<file path="src/rtl/wdt_map.svh">
// watchdog core constants: register offsets, field positions, reload key, timing counts
// assumes an Avalon-MM slave with 32-bit data and word-aligned byte addresses
// Operation
// - 18-bit up counter runs while enabled
// - time-out at 2^4 .. 2^18 watchdog clocks
// - reset delay of 1026, 130, 18 or 3 clocks
// - system held in reset about 63 clocks
// - boot config field forces watchdog on
// - wake-up only on low-speed clock sources
// - reset on unserviced time-out, wake from sleep
`ifndef WDT_MAP_SVH
`define WDT_MAP_SVH

`define WDT_OFS_CTRL        4'h0
`define WDT_OFS_RELOAD      4'h4
`define WDT_OFS_STATUS      4'h8
`define WDT_OFS_INT_EN      4'hC

`define WDT_CTRL_EN_BIT     0
`define WDT_CTRL_WAKE_BIT   1
`define WDT_CTRL_RSTEN_BIT  2
`define WDT_CTRL_TOSEL_LSB  4
`define WDT_CTRL_DLYSEL_LSB 8
`define WDT_CTRL_SRC_LSB    12

`define WDT_RELOAD_KEY      32'h00005AA5

`define WDT_ST_TOUT_BIT     0
`define WDT_ST_RST_BIT      1
`define WDT_ST_WAKE_BIT     2

`define WDT_TOSEL_MAX       4'hE
`define WDT_TOUT_EXP_BASE   5'h04
`define WDT_HOLD_CLKS       7'h3F
`define WDT_DLY_0           11'h402
`define WDT_DLY_1           11'h082
`define WDT_DLY_2           11'h012
`define WDT_DLY_3           11'h003

`define WDT_SRC_LOWINT_CODE 2'h1
`define WDT_SRC_LOWXTAL_CODE 2'h2
`define WDT_FORCE_ON_CODE   3'h0

`endif

</file>
<file path="src/rtl/wdt_pkg.sv">
// watchdog core types
// assumes the map header is included by the design that uses these types
package wdt_pkg;
    typedef enum logic [2:0] {
        WDT_ST_COUNT = 3'h1,
        WDT_ST_DELAY = 3'h2,
        WDT_ST_HOLD  = 3'h4
    } wdt_state_t;

    typedef enum logic [1:0] {
        WATCHDOG_CLOCK_IN_HCLK = 2'h0,
        WATCHDOG_CLOCK_IN_LOWINT  = 2'h1,
        WATCHDOG_CLOCK_IN_LOWXTAL = 2'h2,
        WATCHDOG_CLOCK_IN_OTHR = 2'h3
    } wdt_src_t;
endpackage

</file>
<file path="src/rtl/wdt_core.sv">
// watchdog core with Avalon-MM register slave and sticky event interrupts
// assumes watchdog_clock_in is synchronous to core_clk_i; one core cycle per watchdog edge is sampled
`include "wdt_map.svh"

module wdt_core (
    // clock and reset
    input  wire logic        core_clk_i,
    input  wire logic        rst_n_i,
    // watchdog clock, sampled as a level
    input  wire logic        watchdog_clock_in_i,
    // boot configuration and clock source
    input  wire logic [2:0]  forced_enable_cfg_i,
    input  wire logic [1:0]  clk_src_sel_i,
    input  wire logic        sys_sleep_i,
    // avalon-mm slave
    input  wire logic [3:0]  avs_address_i,
    input  wire logic        avs_read_i,
    input  wire logic        avs_write_i,
    input  wire logic [31:0] avs_writedata_i,
    input  wire logic [3:0]  avs_byteenable_i,
    output logic      [31:0] avs_readdata_o,
    output logic             avs_waitrequest_o,
    // system outputs
    output logic             sys_reset_o,
    output logic             wake_o,
    output logic             irq_o
);
    wdt_pkg::wdt_state_t state_r;
    wdt_pkg::wdt_state_t state_nxt;
    logic [17:0]         cnt_r;
    logic [10:0]         dly_r;
    logic [6:0]          hold_r;
    logic                wck_d_r;
    logic                en_r;
    logic                wake_en_r;
    logic                rst_en_r;
    logic [3:0]          tosel_r;
    logic [1:0]          dlysel_r;
    logic [2:0]          status_r;
    logic [2:0]          int_en_r;
    logic                boot_done_r;
    logic                ack_r;
    logic [31:0]         rdata_r;

    // decode
    wire        tick      = watchdog_clock_in_i & ~wck_d_r;
    wire        wr_ok     = avs_write_i & ack_r;  // lands where waitrequest is low
    wire        rd_ok     = avs_read_i & ~ack_r;
    wire        wr_ctrl   = wr_ok & (avs_address_i == `WDT_OFS_CTRL) & avs_byteenable_i[0];
    wire        wr_ctrl1  = wr_ok & (avs_address_i == `WDT_OFS_CTRL) & avs_byteenable_i[1];
    wire        wr_reload = wr_ok & (avs_address_i == `WDT_OFS_RELOAD) & (avs_writedata_i == `WDT_RELOAD_KEY);
    wire        wr_clr    = wr_ok & (avs_address_i == `WDT_OFS_STATUS) & avs_byteenable_i[0];
    wire        wr_inten  = wr_ok & (avs_address_i == `WDT_OFS_INT_EN) & avs_byteenable_i[0];
    wire [3:0]  tosel_eff = (tosel_r > `WDT_TOSEL_MAX) ? `WDT_TOSEL_MAX : tosel_r;
    wire [4:0]  tout_bit  = `WDT_TOUT_EXP_BASE + {1'b0, tosel_eff};
    wire [18:0] cnt_inc   = {1'b0, cnt_r} + 19'h00001;
    wire        tout_hit  = cnt_inc[tout_bit];
    wire        low_src   = (clk_src_sel_i == wdt_pkg::WATCHDOG_CLOCK_IN_LOWINT) |
                            (clk_src_sel_i == wdt_pkg::WATCHDOG_CLOCK_IN_LOWXTAL);
    wire [10:0] dly_len   = (dlysel_r == 2'h0) ? `WDT_DLY_0 :
                            (dlysel_r == 2'h1) ? `WDT_DLY_1 :
                            (dlysel_r == 2'h2) ? `WDT_DLY_2 : `WDT_DLY_3;
    wire        in_count  = (state_r == wdt_pkg::WDT_ST_COUNT);
    wire        in_delay  = (state_r == wdt_pkg::WDT_ST_DELAY);
    wire        in_hold   = (state_r == wdt_pkg::WDT_ST_HOLD);
    wire        force_on  = (forced_enable_cfg_i == `WDT_FORCE_ON_CODE);
    wire        tout_ev   = en_r & tick & in_count & tout_hit & ~wr_reload;
    wire        dly_done  = tick & in_delay & (dly_r == 11'h001) & ~wr_reload;
    wire        hold_done = tick & in_hold & (hold_r == 7'h01);
    wire        wake_ev   = tout_ev & wake_en_r & sys_sleep_i & low_src;
    wire [2:0]  ev_set    = {wake_ev, dly_done, tout_ev};
    wire [2:0]  clr_bit   = wr_clr ? avs_writedata_i[2:0] : 3'h0;
    wire [31:0] ctrl_rd   = {16'h0000, 2'h0, clk_src_sel_i, 2'h0, dlysel_r, tosel_r, 1'b0,
                             rst_en_r, wake_en_r, en_r};
    wire [31:0] rd_mux    = (avs_address_i == `WDT_OFS_CTRL)   ? ctrl_rd :
                            (avs_address_i == `WDT_OFS_RELOAD) ? {14'h0000, cnt_r} :
                            (avs_address_i == `WDT_OFS_STATUS) ? {29'h00000000, status_r} :
                            (avs_address_i == `WDT_OFS_INT_EN) ? {29'h00000000, int_en_r} : 32'h00000000;

    assign avs_waitrequest_o = (avs_read_i | avs_write_i) & ~ack_r;
    assign avs_readdata_o    = rdata_r;
    assign irq_o             = |(status_r & int_en_r);

    always_comb begin
        state_nxt = state_r;
        unique case (state_r)
            wdt_pkg::WDT_ST_COUNT: begin
                if (tout_ev & rst_en_r)
                    state_nxt = wdt_pkg::WDT_ST_DELAY;
            end
            wdt_pkg::WDT_ST_DELAY: begin
                if (wr_reload)
                    state_nxt = wdt_pkg::WDT_ST_COUNT;
                else if (dly_done)
                    state_nxt = wdt_pkg::WDT_ST_HOLD;
            end
            wdt_pkg::WDT_ST_HOLD: begin
                if (hold_done)
                    state_nxt = wdt_pkg::WDT_ST_COUNT;
            end
            default: state_nxt = wdt_pkg::WDT_ST_COUNT;
        endcase
    end

    // bus handshake: one wait cycle, answer on the next edge
    always_ff @(posedge core_clk_i or negedge rst_n_i) begin
        if (!rst_n_i) begin
            ack_r   <= 1'b0;
            rdata_r <= 32'h00000000;
        end else begin
            ack_r <= (avs_read_i | avs_write_i) & ~ack_r;
            if (rd_ok)
                rdata_r <= rd_mux;
        end
    end

    // enable; boot strap caught at the first edge after reset release
    always_ff @(posedge core_clk_i or negedge rst_n_i) begin
        if (!rst_n_i) begin
            boot_done_r <= 1'b0;
            en_r        <= 1'b0;
        end else begin
            boot_done_r <= 1'b1;
            if (!boot_done_r && force_on) begin
                en_r <= 1'b1;
            end else if (wr_ctrl) begin
                en_r <= avs_writedata_i[`WDT_CTRL_EN_BIT];
            end
        end
    end

    // control fields and interrupt enables
    always_ff @(posedge core_clk_i or negedge rst_n_i) begin
        if (!rst_n_i) begin
            wake_en_r <= 1'b0;
            rst_en_r  <= 1'b1;
            tosel_r   <= 4'h0;
            dlysel_r  <= 2'h0;
            int_en_r  <= 3'h0;
        end else begin
            if (wr_ctrl) begin
                wake_en_r <= avs_writedata_i[`WDT_CTRL_WAKE_BIT];
                rst_en_r  <= avs_writedata_i[`WDT_CTRL_RSTEN_BIT];
                tosel_r   <= avs_writedata_i[`WDT_CTRL_TOSEL_LSB +: 4];
            end
            if (wr_ctrl1) begin
                dlysel_r <= avs_writedata_i[`WDT_CTRL_DLYSEL_LSB +: 2];
            end
            if (wr_inten) begin
                int_en_r <= avs_writedata_i[2:0];
            end
        end
    end

    // tick edge detect and state register
    always_ff @(posedge core_clk_i or negedge rst_n_i) begin
        if (!rst_n_i) begin
            state_r <= wdt_pkg::WDT_ST_COUNT;
            wck_d_r <= 1'b0;
        end else begin
            state_r <= state_nxt;
            wck_d_r <= watchdog_clock_in_i;
        end
    end

    // tick counter, counting only in the count state, cleared by reload, disable or time-out
    always_ff @(posedge core_clk_i or negedge rst_n_i) begin
        if (!rst_n_i) begin
            cnt_r <= 18'h00000;
        end else if (wr_reload || !en_r || tout_ev) begin
            cnt_r <= 18'h00000;
        end else if (tick && in_count) begin
            cnt_r <= cnt_inc[17:0];
        end
    end

    // reset delay down-counter
    always_ff @(posedge core_clk_i or negedge rst_n_i) begin
        if (!rst_n_i) begin
            dly_r <= 11'h000;
        end else if (tout_ev) begin
            dly_r <= dly_len;
        end else if (tick && in_delay) begin
            dly_r <= dly_r - 11'h001;
        end
    end

    // reset hold down-counter
    always_ff @(posedge core_clk_i or negedge rst_n_i) begin
        if (!rst_n_i) begin
            hold_r <= 7'h00;
        end else if (dly_done) begin
            hold_r <= `WDT_HOLD_CLKS;
        end else if (tick && in_hold) begin
            hold_r <= hold_r - 7'h01;
        end
    end

    // sticky status, one flop per event; set wins over clear
    generate
        for (genvar i = 0; i < 3; i++) begin : g_status
            always_ff @(posedge core_clk_i or negedge rst_n_i) begin
                if (!rst_n_i) begin
                    status_r[i] <= 1'b0;
                end else if (ev_set[i]) begin
                    status_r[i] <= 1'b1;
                end else if (clr_bit[i]) begin
                    status_r[i] <= 1'b0;
                end
            end
        end
    endgenerate

    // registered system outputs
    always_ff @(posedge core_clk_i or negedge rst_n_i) begin
        if (!rst_n_i) begin
            sys_reset_o <= 1'b0;
            wake_o      <= 1'b0;
        end else begin
            sys_reset_o <= (state_nxt == wdt_pkg::WDT_ST_HOLD);
            wake_o      <= wake_ev;
        end
    end
endmodule

</file>
<file path="config.mk">
export PLATFORM = sky130hd
export DESIGN_NAME = wdt_core
export DESIGN_NICKNAME = d
export VERILOG_FILES = /design/src/rtl/wdt_pkg.sv /design/src/rtl/wdt_core.sv
export VERILOG_INCLUDE_DIRS = /design/src /design/src/rtl
export SDC_FILE = /design/constraint.sdc
export NUM_CORES = 1
export LEC_CHECK = 0
export BUFFER_PORTS_ARGS = -buffer_cell sky130_fd_sc_hd__buf_2
export CORE_UTILIZATION = 56
export DETAILED_ROUTE_END_ITERATION = 8
export GPL_ROUTABILITY_DRIVEN = 1
export GPL_TIMING_DRIVEN = 0
export PLACE_DENSITY = 0.85
export SLEW_MARGIN = 15
export SYNTH_ARGS = -nofsm -noshare
export SYNTH_HDL_FRONTEND = slang
export SYNTH_SLANG_ARGS = --single-unit
</file>
<file path="constraint.sdc">
create_clock -name core_clk_i -period 3.4 [get_ports core_clk_i]
set_input_delay 0.85 -clock core_clk_i [delete_from_list [all_inputs] [get_ports core_clk_i]]
set_output_delay 0.85 -clock core_clk_i [all_outputs]
set_load 0.005 [all_outputs]
</file>
==> summary.md, run 1 <==
| Metric | Value |
|---|---|
| Ports | 87 |
| Starting Density | 57.9% |
| Initial DRC count | about 350 |
| R2r endpoint | dly_r[10] |
| CP endpoint kind | flop |
| Worst path slowest cell | or4b_2 |
| Via count | 3861 |
| RSZ-0062 raised after global routing | no |
| Final setup violation count | 0 |
| Crit path launch type | input port |
| Reg2Reg Depth | 9 |
| I/O Buffers | slightly below 70 |
| Sequential share of the synthesized area | 43.1% |
| Hold-fix buffers at CTS | 0 |
| Switch share | between 30% and 40% |
| Yosys reg bits | 77 |
| Fraction of power consumed by sequential logic | 46.4% |
| CTS tree | yes |
| TritonRoute pass-1 iters | 5 |
| Die area | roughly 8400 sq um |
| Post-Layout Cell Count | 667 |
| R2R setup slack | 0.23 ns |
| Hold_ws | 0.418 ns |
| Worst-Skew Late Latency | 0.36 ns |
| Final total power | around 2.4 mW |
| Ranking of synthesized cells by area | dfrtp_1, nand2_1, xor2_1, xnor2_1, nor2_1 |
| P_leak | 2.46 nW |
| Final core occ | 67.9% |
| Final std cell area, no fill | 5250 sq um |
| TritonCTS Sinks | slightly below 80 |
| Ys flop type | dfrtp_1 |
| VDD IR-drop max | 341 uV |
| Die Ht | 91.4 microns |
| Max incr delay on CP | 0.61 ns |
| Final cycle utilization of the critical path | between 90% and 100% |
| Net switching power | approximately 0.74 mW |
| Data required time of the critical path | between 3 and 4 ns |
| Final Max Tran Viols | 0 |
| Critical setup path kind | in -> reg |
| Largest net degree at the start of global routing | 47 |
| Hold path depth | 1 |
| CTS HTree Levels | 3 |
| Synth top area share | 41.9% |
| Async set-reset flop share out of synthesis | 100% |
| Worst r2r src | tosel_r[3] |
| Max_cap viols | 0 |
| Clock network power share | about a third |
| Placed cells | between 600 and 700 |
| Crit path DAT | 3.50 ns |
| Placer Congestion | 0.898 |
| Ys Warns | 0 |
| Total Wirelength | 10.8 mm |
| Clock Tree Root | clkbuf_8 |
| DRT antenna net count | 0 |
| First-pass GRT wire length | 17.6 mm |
| Routed len/inst | about 16 microns |
| Mapped Area | between 4000 and 5000 sq um |
| Die width | between 90 and 100 microns |
| Fmax | 308 MHz |
| Number of synthesized flops with an enable pin | 0 |
| Via-per-instance ratio | 5.79 |
| Area after DPL | between 5000 and 6000 sq um |
| PwrDens | 457 nW/um^2 |
| Clk_skew | 0.0125 ns |
| Internal Power | 1.66 mW |
| Post-CTS Setup Bufs | 0 |
| Antenna cells | 0 |
| Distinct cells, synth | 72 |
| Combinational Power Share | 22.0% |
| DRC Markers | 0 |
| Worst Path Max Fanout | 7 |
| DP Wirelength | around 8 mm |
| Slew headroom | ~22% |
| Initial antenna violation count | 0 |
| Rows | 32 |
| Period minus WS final | 3.25 ns |
| NumNets Final | slightly above 600 |
| Layout cells sized above 1 | approximately a quarter |
| TritonCTS Buffers | 9 |
| Worst hold path type | reg -> reg |
| Cells after Synth | 467 |
| Core region area | slightly below 8000 sq um |
| Congestion Overflow GR | 0 |
| Fin. Hold Viols | 0 |
| Area grow syn2layout | 17.3% |
| Worst-path clk slew | 0.09 ns |
| Min-Delay Endpoint | en_r |
| Critical Path, Cell by Cell | buf_2 > nand2b_4 > or4b_2 > clkbuf_1 > a2111oi_0 > o221ai_1 > o21a_1 > nor3_4 > mux2_2 |
| Worst min-delay path startpoint | boot_done_r |
| Worst-Margin Slew | 1.16 ns |
| Vias in the first global route | roughly 3700 |
| Syn Area/Cell | 9.58 sq um |
| Clock Path Buffers | 2 |
| PostCTS Resize Cnt | 0 |
| Area leader, netlist | dfrtp_1 |
| Status | finished clean |
| Total global-route track usage | 26.9% |
==> sequential cells by signal, summed over array words and instances (netlist names) <==
name	flops
ack_r	1
avs_readdata_o	18
boot_done_r	1
cnt_r	18
dly_r	11
dlysel_r	2
en_r	1
hold_r	7
int_en_r	3
rst_en_r	1
state_r	3
status_r	3
sys_reset_o	1
tosel_r	4
wake_en_r	1
wake_o	1
wck_d_r	1
==> worst max path at each step <==
stage                   startpoint         to  slack [ns]  depth (start not counted)
5_1_grt        watchdog_clock_in_i   dly_r[7]        0.01                         10
6_report       watchdog_clock_in_i  dly_r[10]        0.15                          9
2_1_floorplan  watchdog_clock_in_i  dly_r[10]        0.31                          8
4_1_cts                 tosel_r[3]  dly_r[10]        0.22                          9
3_3_place_gp   watchdog_clock_in_i  dly_r[10]       -0.10                          9
3_5_place_dp   watchdog_clock_in_i  dly_r[10]       -0.15                          9
==> placed cells by master, fill, tap and decap left out, types with 11 or more instances in the layout <==
| cell type | synthesis | routed |
|---|---|---|
| nor3_1 | 14 | 14 |
| nand2_1 | 59 | 59 |
| xnor2_1 | 20 | 20 |
| xor2_1 | 23 | 23 |
| dfrtp_1 | 75 | 75 |
| conb_1 | 2 | 15 |
| clkbuf_1 | 14 | 15 |
| nand3_1 | 16 | 16 |
| o21ai_0 | 23 | 23 |
| buf_4 | 18 | 19 |
| nor2_1 | 41 | 41 |
| buf_2 | 8 | 75 |
| mux2_2 | 11 | 11 |
==> logic make-up (layout without fill, tap and decap cells) <==
| group | count (synthesis) | in the layout | share of synthesized area, % |
|---|---|---|---|
| XOR/XNOR | 43 | 43 | 8.42 |
| other | 2 | 15 | 0.168 |
| multiplexers | 19 | 19 | 5.40 |
| buffers and inverters | 52 | 137 | 6.29 |
| adder cells (fa/ha/maj) | 7 | 7 | 1.96 |
| AO/OA/AOI/OAI | 66 | 66 | 10.3 |
| AND/OR/NAND/NOR | 201 | 201 | 24.3 |
| flip-flops | 77 | 77 | 43.1 |
==> layout make-up <==
cell class | count | area, sq um
buffer | 43 | 248
clock buffer | 10 | 128
clock inverter | 6 | 86.3
fill | 603 | 2480
inverter | 9 | 33.8
multi-input combinational | 351 | 2330
sequential | 77 | 1930
tap | 102 | 128
timing repair buffer | 69 | 370
==> per-layer routing <==
layer	wire [microns]	track usage, %	up-vias
met5	0	0	-
met2	5430	45.4	175
met4	267	10.3	0
met1	4370	33.7	1853
met3	689	5.78	32
li1	-	-	1801
==> synth_stat cells (all sizes together) (7+ instances only) <==
| cell type | number |
|---|---|
| nand2b | 11 |
| nor2 | 41 |
| xnor2 | 20 |
| nand3 | 16 |
| nor4 | 10 |
| mux2 | 11 |
| clkbuf | 15 |
| buf | 28 |
| a22oi | 9 |
| xor2 | 23 |
| nand2 | 59 |
| nor3 | 15 |
| dfrtp | 75 |
| o21ai | 23 |
| inv | 9 |
| nand4 | 12 |
| ha | 7 |
==> power groups by stage <==
stage,Sequential [mW],Clock [mW],Combinational (mW)
floorplan,1.10,0,0.369
global placement,1.12,0,0.496
detailed placement,1.13,0,0.518
CTS,1.11,0.777,0.523
global route,1.12,0.808,0.590
finish,1.11,0.759,0.528
==> worst max-delay path, delay by kind of cell <==
family	cells	cell delay (ns)
AO/OA/AOI/OAI	3	0.85
buffers and inverters	2	0.37
AND/OR/NAND/NOR	3	1.03
multiplexers	1	0.38
==> stage by stage <==
step / setup slack (ns) / setup TNS [ns]
floorplan: 0.311 / 0
global placement: -0.101 / -0.160
detailed placement: -0.152 / -1.60
CTS: 0.216 / 0
global route: 0.0137 / 0
finish: 0.154 / 0
Note: power is estimated with default switching activity, not from simulation.
==> inputs of run 2 (changes only) <==
--- a/config.mk
+++ b/config.mk
@@ -6,12 +6,13 @@
 export SDC_FILE = /design/constraint.sdc
 export NUM_CORES = 1
 export LEC_CHECK = 0
+export ABC_AREA = 1
 export BUFFER_PORTS_ARGS = -buffer_cell sky130_fd_sc_hd__buf_2
 export CORE_UTILIZATION = 56
 export DETAILED_ROUTE_END_ITERATION = 8
 export GPL_ROUTABILITY_DRIVEN = 1
 export GPL_TIMING_DRIVEN = 0
-export PLACE_DENSITY = 0.85
+export PLACE_DENSITY = 0.84
 export SLEW_MARGIN = 15
 export SYNTH_ARGS = -nofsm -noshare
 export SYNTH_HDL_FRONTEND = slang
==> summary.md, run 2 <==
| Metric | Value |
|---|---|
| Status | finished clean |
| Placed cells | 771 (+18%) |
| Area after DPL | 5190 sq um (+3.3%) |
| Fmax | 407 MHz (+32%) |
| Async set-reset flop share out of synthesis | 100% (unchanged) |
| Vias in the first global route | 4020 (+8.5%) |
| Starting Density | 59.1% (+1.2 points) |
| Hold-fix buffers at CTS | 0 (unchanged) |
| Max incr delay on CP | 0.52 ns (-0.09 ns) |
| Clock Path Buffers | 2 (unchanged) |
| Die width | 93.0 microns (+1.8%) |
| Final setup violation count | 0 (unchanged) |
| Die Ht | 93.0 microns (+1.8%) |
| Layout cells sized above 1 | 21.8% (-4.4 points) |
| Synth top area share | 40.5% (-1.5 points) |
| DRC Markers | 0 (unchanged) |
| Fill cells | 656 (+8.8%) |
| Worst path slowest cell | dfrtp_1 |
| Final cycle utilization of the critical path | 72.3% (-23 points) |
| Sequential share of the synthesized area | 41.6% (-1.5 points) |
| Antenna cells | 0 (unchanged) |
| Worst-Margin Slew | 0.569 ns (-0.589 ns) |
| First-pass GRT wire length | 19.0 mm (+7.7%) |
| Placer Congestion | 0.883 (-1.6%) |
| NumNets Final | 738 (+19%) |
| P_leak | 2.61 nW (+6.1%) |
| Rows | 32 (unchanged) |
| Worst hold path type | in -> async |
| Period minus WS final | 2.46 ns (-0.788 ns) |
| Congestion Overflow GR | 0 (unchanged) |
| I/O Buffers | 70 (+2.9%) |
| Core region area | 7850 sq um (+1.6%) |
| VDD IR-drop max | 340 uV (-0.32%) |
| Post-Layout Cell Count | 787 (+18%) |
| Commonest non-fill, non-tap cells in the layout | nand2_1, dfrtp_1, nor2_1 |
| Crit path DAT | 2.70 ns (-0.80 ns) |
| DP Wirelength | 9.01 mm (+12%) |
| Most numerous cell in the Yosys netlist | nand2_1 |
| Reg2Reg Depth | 15 (+6) |
| Data required time of the critical path | 3.65 ns (about the same) |
| Ports | 87 (unchanged) |
| Cells after Synth | 585 (+25%) |
| CTS HTree Levels | 3 (unchanged) |
| Number of synthesized flops with an enable pin | 0 (unchanged) |
| Top cells by count, synth | nand2_1, dfrtp_1, nor2_1 |
| Total negative setup slack | 0 ns (unchanged) |
| Die area | 8650 sq um (+3.5%) |
| Critical Path, Cell by Cell | ha_1 > nand3_2 > nor2_4 > nand2_4 > nor2_4 > nand2_2 > nand2_2 > nand3_2 > nand3_1 > nand2_2 > a21oi_4 > nand2_4 > nand2_4 > buf_12 > nor2_4 |
| Ys Warns | 0 (unchanged) |
| Final worst-path setup slack | 0.942 ns (+0.788 ns) |
| Largest net degree at the start of global routing | 50 (+6.4%) |
| TritonCTS Sinks | 77 (unchanged) |
| Via-per-instance ratio | 5.51 (-4.8%) |
| Dpl ws | 0.736 ns (+0.888 ns) |
| DRT antenna net count | 0 (unchanged) |
| Crit path launch type | flop |
| Syn Area/Cell | 7.92 sq um (-17%) |
| Clk_skew | 0.0171 ns (+0.00462 ns) |
| Post-CTS Setup Bufs | 0 (unchanged) |
| RSZ-0062 raised after global routing | no |
| TritonRoute pass-1 iters | 5 (unchanged) |
| Worst-Skew Late Latency | 0.36 ns (about the same) |
| Area leader, netlist | dfrtp_1 |
| Via count | 4338 (+12%) |
| Slew headroom | 61.9% (+40 points) |
| Hold_ws | 0.412 ns (-0.00590 ns) |
| Mapped Area | 4640 sq um (+3.6%) |
| Final Max Tran Viols | 0 (unchanged) |
| Max_cap viols | 0 (unchanged) |
| Routed len/inst | 14.8 microns (-8.0%) |
| Yosys reg bits | 77 (unchanged) |
| Critical setup path kind | reg -> reg |
| Ys flop type | dfrtp_1 |
| Initial antenna violation count | 0 (unchanged) |
| Distinct cells, synth | 46 (-36%) |
| Worst-path clk slew | 0.09 ns (about the same) |
| PostCTS Resize Cnt | 0 (unchanged) |
| TritonCTS Buffers | 9 (unchanged) |
| CP endpoint kind | flop |
| Total Wirelength | 11.7 mm (+8.6%) |
| Final total power | 2.80 mW (+17%) |
| CTS tree | yes |
| Commonest non-fill, non-tap cell in the layout | nand2_1 |
| Initial DRC count | 268 (-23%) |
| Ranking of synthesized cells by area | dfrtp_1, nand2_1, nor2_1, inv_1, nand3_1 |
| PwrDens | 521 nW/um^2 (+14%) |
| Final core occ | 68.5% (+0.60 points) |
| Clock Tree Root | clkbuf_8 |
| Final std cell area, no fill | 5380 sq um (+2.5%) |
| Fin. Hold Viols | 0 (unchanged) |
| Worst Path Max Fanout | 10 (+3) |
| Area grow syn2layout | 16.0% |
| Total global-route track usage | 28.3% (+1.4 points) |
-- run 2: cell type report --
class | count | area [sq um] | share of cell area (%)
plain buffers | 26 | 205 | 3.82
multi-input cells | 431 | 2310 | 42.9
inverters | 64 | 241 | 4.49
clock inverters | 6 | 47.5 | 0.884
well taps | 102 | 128 | 2.37
clock buffers | 10 | 138 | 2.56
flip-flops and latches | 77 | 1930 | 35.9
repair buffers | 71 | 380 | 7.07
-- run 2: cell families (layout without fill, tap and decap cells) --
family / count (synthesis) / after routing / share of synthesized area [%]
simple gates: 308 / 308 / 31.8
compound gates: 78 / 78 / 10.4
fa+ha+maj: 7 / 7 / 1.89
mux: 3 / 3 / 0.648
xor+xnor: 20 / 20 / 3.78
buf+inv: 90 / 177 / 9.64
other cells: 2 / 15 / 0.162
flops: 77 / 77 / 41.6
-- run 2: path summary, 6_finish.rpt --
| check | from | endpoint | slack (ns) |
|---|---|---|---|
| setup reg to reg | cnt_r[0] | cnt_r[11] | 0.94 |
| min in group core_clk_i | ack_r | ack_r | 0.47 |
| hold / removal | rst_n_i | avs_readdata_o[2] | 0.41 |
| max in group asynchronous | rst_n_i | state_r[0] | 2.36 |
| hold reg to reg | ack_r | ack_r | 0.47 |
| setup / recovery | cnt_r[0] | cnt_r[11] | 0.94 |
-- run 2: per-layer routing --
layer | part of all wire [%] | track usage, %
met5 | 0 | 0
met2 | 48 | 46.8
met4 | 2.3 | 10.5
met3 | 6.5 | 3.41
met1 | 43 | 38.1
-- run 2: where the power goes --
part / total [mW] / switching, mW / internal [mW] / leakage (nW)
Clock: 0.660 / 0.371 / 0.289 / 0.0811
Combinational: 0.887 / 0.541 / 0.346 / 1.55
Sequential: 1.25 / 0.175 / 1.08 / 0.981
Total: 2.80 / 1.09 / 1.71 / 2.61
-- run 2: worst max-delay path, delay by kind of cell (launching register included) --
kind / cells / cell delay (ns)
buffers and inverters: 1 / 0.19
flip-flops: 1 / 0.52
AND/OR/NAND/NOR: 12 / 1.17
adder cells (fa/ha/maj): 1 / 0.29
AO/OA/AOI/OAI: 1 / 0.18
==> inputs of run 3 (changes only) <==
--- a/config.mk
+++ b/config.mk
@@ -8,11 +8,11 @@
 export LEC_CHECK = 0
 export ABC_AREA = 1
 export BUFFER_PORTS_ARGS = -buffer_cell sky130_fd_sc_hd__buf_2
-export CORE_UTILIZATION = 56
+export CORE_UTILIZATION = 51
 export DETAILED_ROUTE_END_ITERATION = 8
 export GPL_ROUTABILITY_DRIVEN = 1
 export GPL_TIMING_DRIVEN = 0
-export PLACE_DENSITY = 0.84
+export PLACE_DENSITY = 0.81
 export SLEW_MARGIN = 15
 export SYNTH_ARGS = -nofsm -noshare
 export SYNTH_HDL_FRONTEND = slang
==> constraint.sdc (replaced) <==
create_clock -name core_clk_i -period 2.2 [get_ports core_clk_i]
set_input_delay 0.55 -clock core_clk_i [delete_from_list [all_inputs] [get_ports core_clk_i]]
set_output_delay 0.55 -clock core_clk_i [all_outputs]
set_load 0.005 [all_outputs]
==> summary.md, run 3 (synthesis results as in run 2) <==
| Metric | Value |
|---|---|
| Status | finished clean |
| Worst-Margin Slew | 0.753 ns (+0.184 ns) |
| Fmax | 459 MHz (+13%) |
| Crit path launch type | flop |
| CTS HTree Levels | 3 (unchanged) |
| Die area | 9480 sq um (+9.6%) |
| Max_cap viols | 0 (unchanged) |
| Commonest non-fill, non-tap cell in the layout | nand2_1 |
| Period minus WS final | 2.18 ns (-0.277 ns) |
| Largest net degree at the start of global routing | 49 (-2.0%) |
| Clock Tree Root | clkbuf_8 |
| DRC Markers | 0 (unchanged) |
| CTS tree | yes |
| Initial DRC count | 366 (+37%) |
| DP Wirelength | 8.94 mm (-0.78%) |
| Worst-Skew Late Latency | 0.36 ns (about the same) |
| Critical setup path kind | reg -> reg |
| Area grow syn2layout | 22.3% |
| Multi-input logic area | 2440 sq um (+5.8%) |
| Via count | 4489 (+3.5%) |
| Hold-fix buffers at CTS | 0 (unchanged) |
| Antenna cells | 0 (unchanged) |
| Commonest non-fill, non-tap cells in the layout | nand2_1, nor2_1, buf_2 |
| Buf/Inv on CP | 3 (+2) |
| First-pass GRT wire length | 19.6 mm (+3.5%) |
| Core region area | 8760 sq um (+12%) |
| RSZ-0062 raised after global routing | yes |
| Slew headroom | 49.6% (-12 points) |
| Clock Path Buffers | 2 (unchanged) |
| Final cycle utilization of the critical path | 99.1% (+27 points) |
| CP endpoint kind | flop |
| Ports | 87 (unchanged) |
| TritonRoute pass-1 iters | 5 (unchanged) |
| Starting Density | 52.9% (-6.2 points) |
| Routed len/inst | 15.5 microns (+4.2%) |
| Final setup violation count | 0 (unchanged) |
| DRT antenna net count | 0 (unchanged) |
| Die width | 97.3 microns (+4.7%) |
| Most used cell, CP | a21oi_4 |
| I/O Buffers | 70 (unchanged) |
| Die Ht | 97.3 microns (+4.7%) |
| Worst hold path type | in -> async |
| Clk_skew | 0.00864 ns (-0.00844 ns) |
| Fill cells | 730 (+11%) |
| VDD IR-drop max | 304 uV (-11%) |
| NumNets Final | 757 (+2.6%) |
| Total global-route track usage | 25.8% (-2.5 points) |
| Cell family with most CP delay | simple AND/OR/NAND/NOR gates |
| Data required time of the critical path | 2.45 ns (-1.20 ns) |
| Total negative setup slack | 0 ns (unchanged) |
| R2R setup slack | 0.02 ns (-0.92 ns) |
| Total Wirelength | 12.5 mm (+7.4%) |
| Worst-path clk slew | 0.08 ns (about the same) |
| Placer Congestion | 0.899 (+1.8%) |
| Congestion Overflow GR | 0 (unchanged) |
| Rows | 34 (+6.3%) |
| Via-per-instance ratio | 5.54 (+0.42%) |
| P_leak | 2.73 nW (+4.5%) |
| Worst path slowest cell | dfrtp_1 |
| Layout cells sized above 1 | 27.5% (+5.7 points) |
| PwrDens | 805 nW/um^2 (+54%) |
| Worst Path Max Fanout | 5 (-5) |
| Sequential cell area | 1940 sq um (+0.58%) |
| TritonCTS Buffers | 9 (unchanged) |
| Crit path DAT | 2.43 ns (-0.27 ns) |
| Initial antenna violation count | 0 (unchanged) |
| Final total power | 4.56 mW (+63%) |
| Max incr delay on CP | 0.44 ns (-0.08 ns) |
| TritonCTS Sinks | 77 (unchanged) |
| Final Max Tran Viols | 0 (unchanged) |
| Vias in the first global route | 4228 (+5.2%) |
| Critical Path, Cell by Cell | ha_4 > a21oi_4 > buf_2 > buf_4 > nand3_1 > nand3_2 > nand2_2 > a21oi_4 > nand2_4 > nand2_8 > buf_12 > nor2_4 |
| Fin. Hold Viols | 0 (unchanged) |
[run 3: cell count changes in the layout (fill, tap and decap cells not counted), sizes merged]
cell,delta
inv,-1
clkinv,+4
nand2,+1
dlygate4sd1,-1
clkbuf,+1
clkinvlp,-4
buf,+18
[run 3: report_power, final]
| part | internal, mW | switching (mW) |
|---|---|---|
| Combinational | 0.706 | 0.986 |
| Clock | 0.398 | 0.527 |
| Sequential | 1.68 | 0.267 |
| Total | 2.78 | 1.78 |
[run 3: worst reg2reg max path: cells and delay by family, from the launching register on]
kind,cells,cell delay [ns]
AO/OA/AOI/OAI,2,0.39
flip-flops,1,0.44
buffers and inverters,3,0.50
adder cells (fa/ha/maj),1,0.20
AND/OR/NAND/NOR,6,0.55
[run 3: path summary, 6_finish.rpt]
kind	start	endpoint	cells past startpoint
max reg2reg	tosel_r[2]	cnt_r[14]	12
min in group core_clk_i	watchdog_clock_in_i	wck_d_r	1
max	tosel_r[2]	cnt_r[14]	12
min	rst_n_i	cnt_r[15]	1
max in group asynchronous	rst_n_i	state_r[0]	2
min reg2reg	ack_r	ack_r	1
[run 3: timing repair]
item | in CTS | in global routing
gates resized for setup | 9 | 35
setup endpoints to repair | 31 | 33
pin swaps | 2 | 14
buffers inserted | 3 | 13
hold endpoints to repair | 0 | 0
cloned | 1 | 2
[run 3: per-stage QoR]
| stage | utilization, % | instance area [sq um] | worst slack, ns | hold slack (ns) | instances |
|---|---|---|---|---|---|
| floorplan | - | 4680 | 0.124 | 0.254 | 598 |
| global placement | 59.0 | 5170 | -0.203 | 0.450 | 776 |
| detailed placement | 59.3 | 5200 | -0.238 | 0.456 | 777 |
| CTS | 62.1 | 5440 | 0.0119 | 0.129 | 796 |
| global route | 64.7 | 5670 | -0.0666 | 0.146 | 811 |
| finish | 64.7 | 5670 | 0.0193 | 0.118 | 811 |
[run 3: area by class of cell]
class	instances	share of cell area [%]
multi-input cells	432	43.1
flip-flops and latches	77	34.2
repair buffers	89	9.67
inverters	64	4.26
plain buffers	26	3.62
well taps	108	2.38
clock buffers	10	2.25
clock inverters	5	0.508
[run 3: metal layers]
layer	vias up	part of all wire, %	global-route usage, %
li1	2125	-	-
met1	2130	43	34.8
met2	203	48	41.6
met3	31	6.6	4.10
met4	0	2.6	10.6
met5	-	0	0
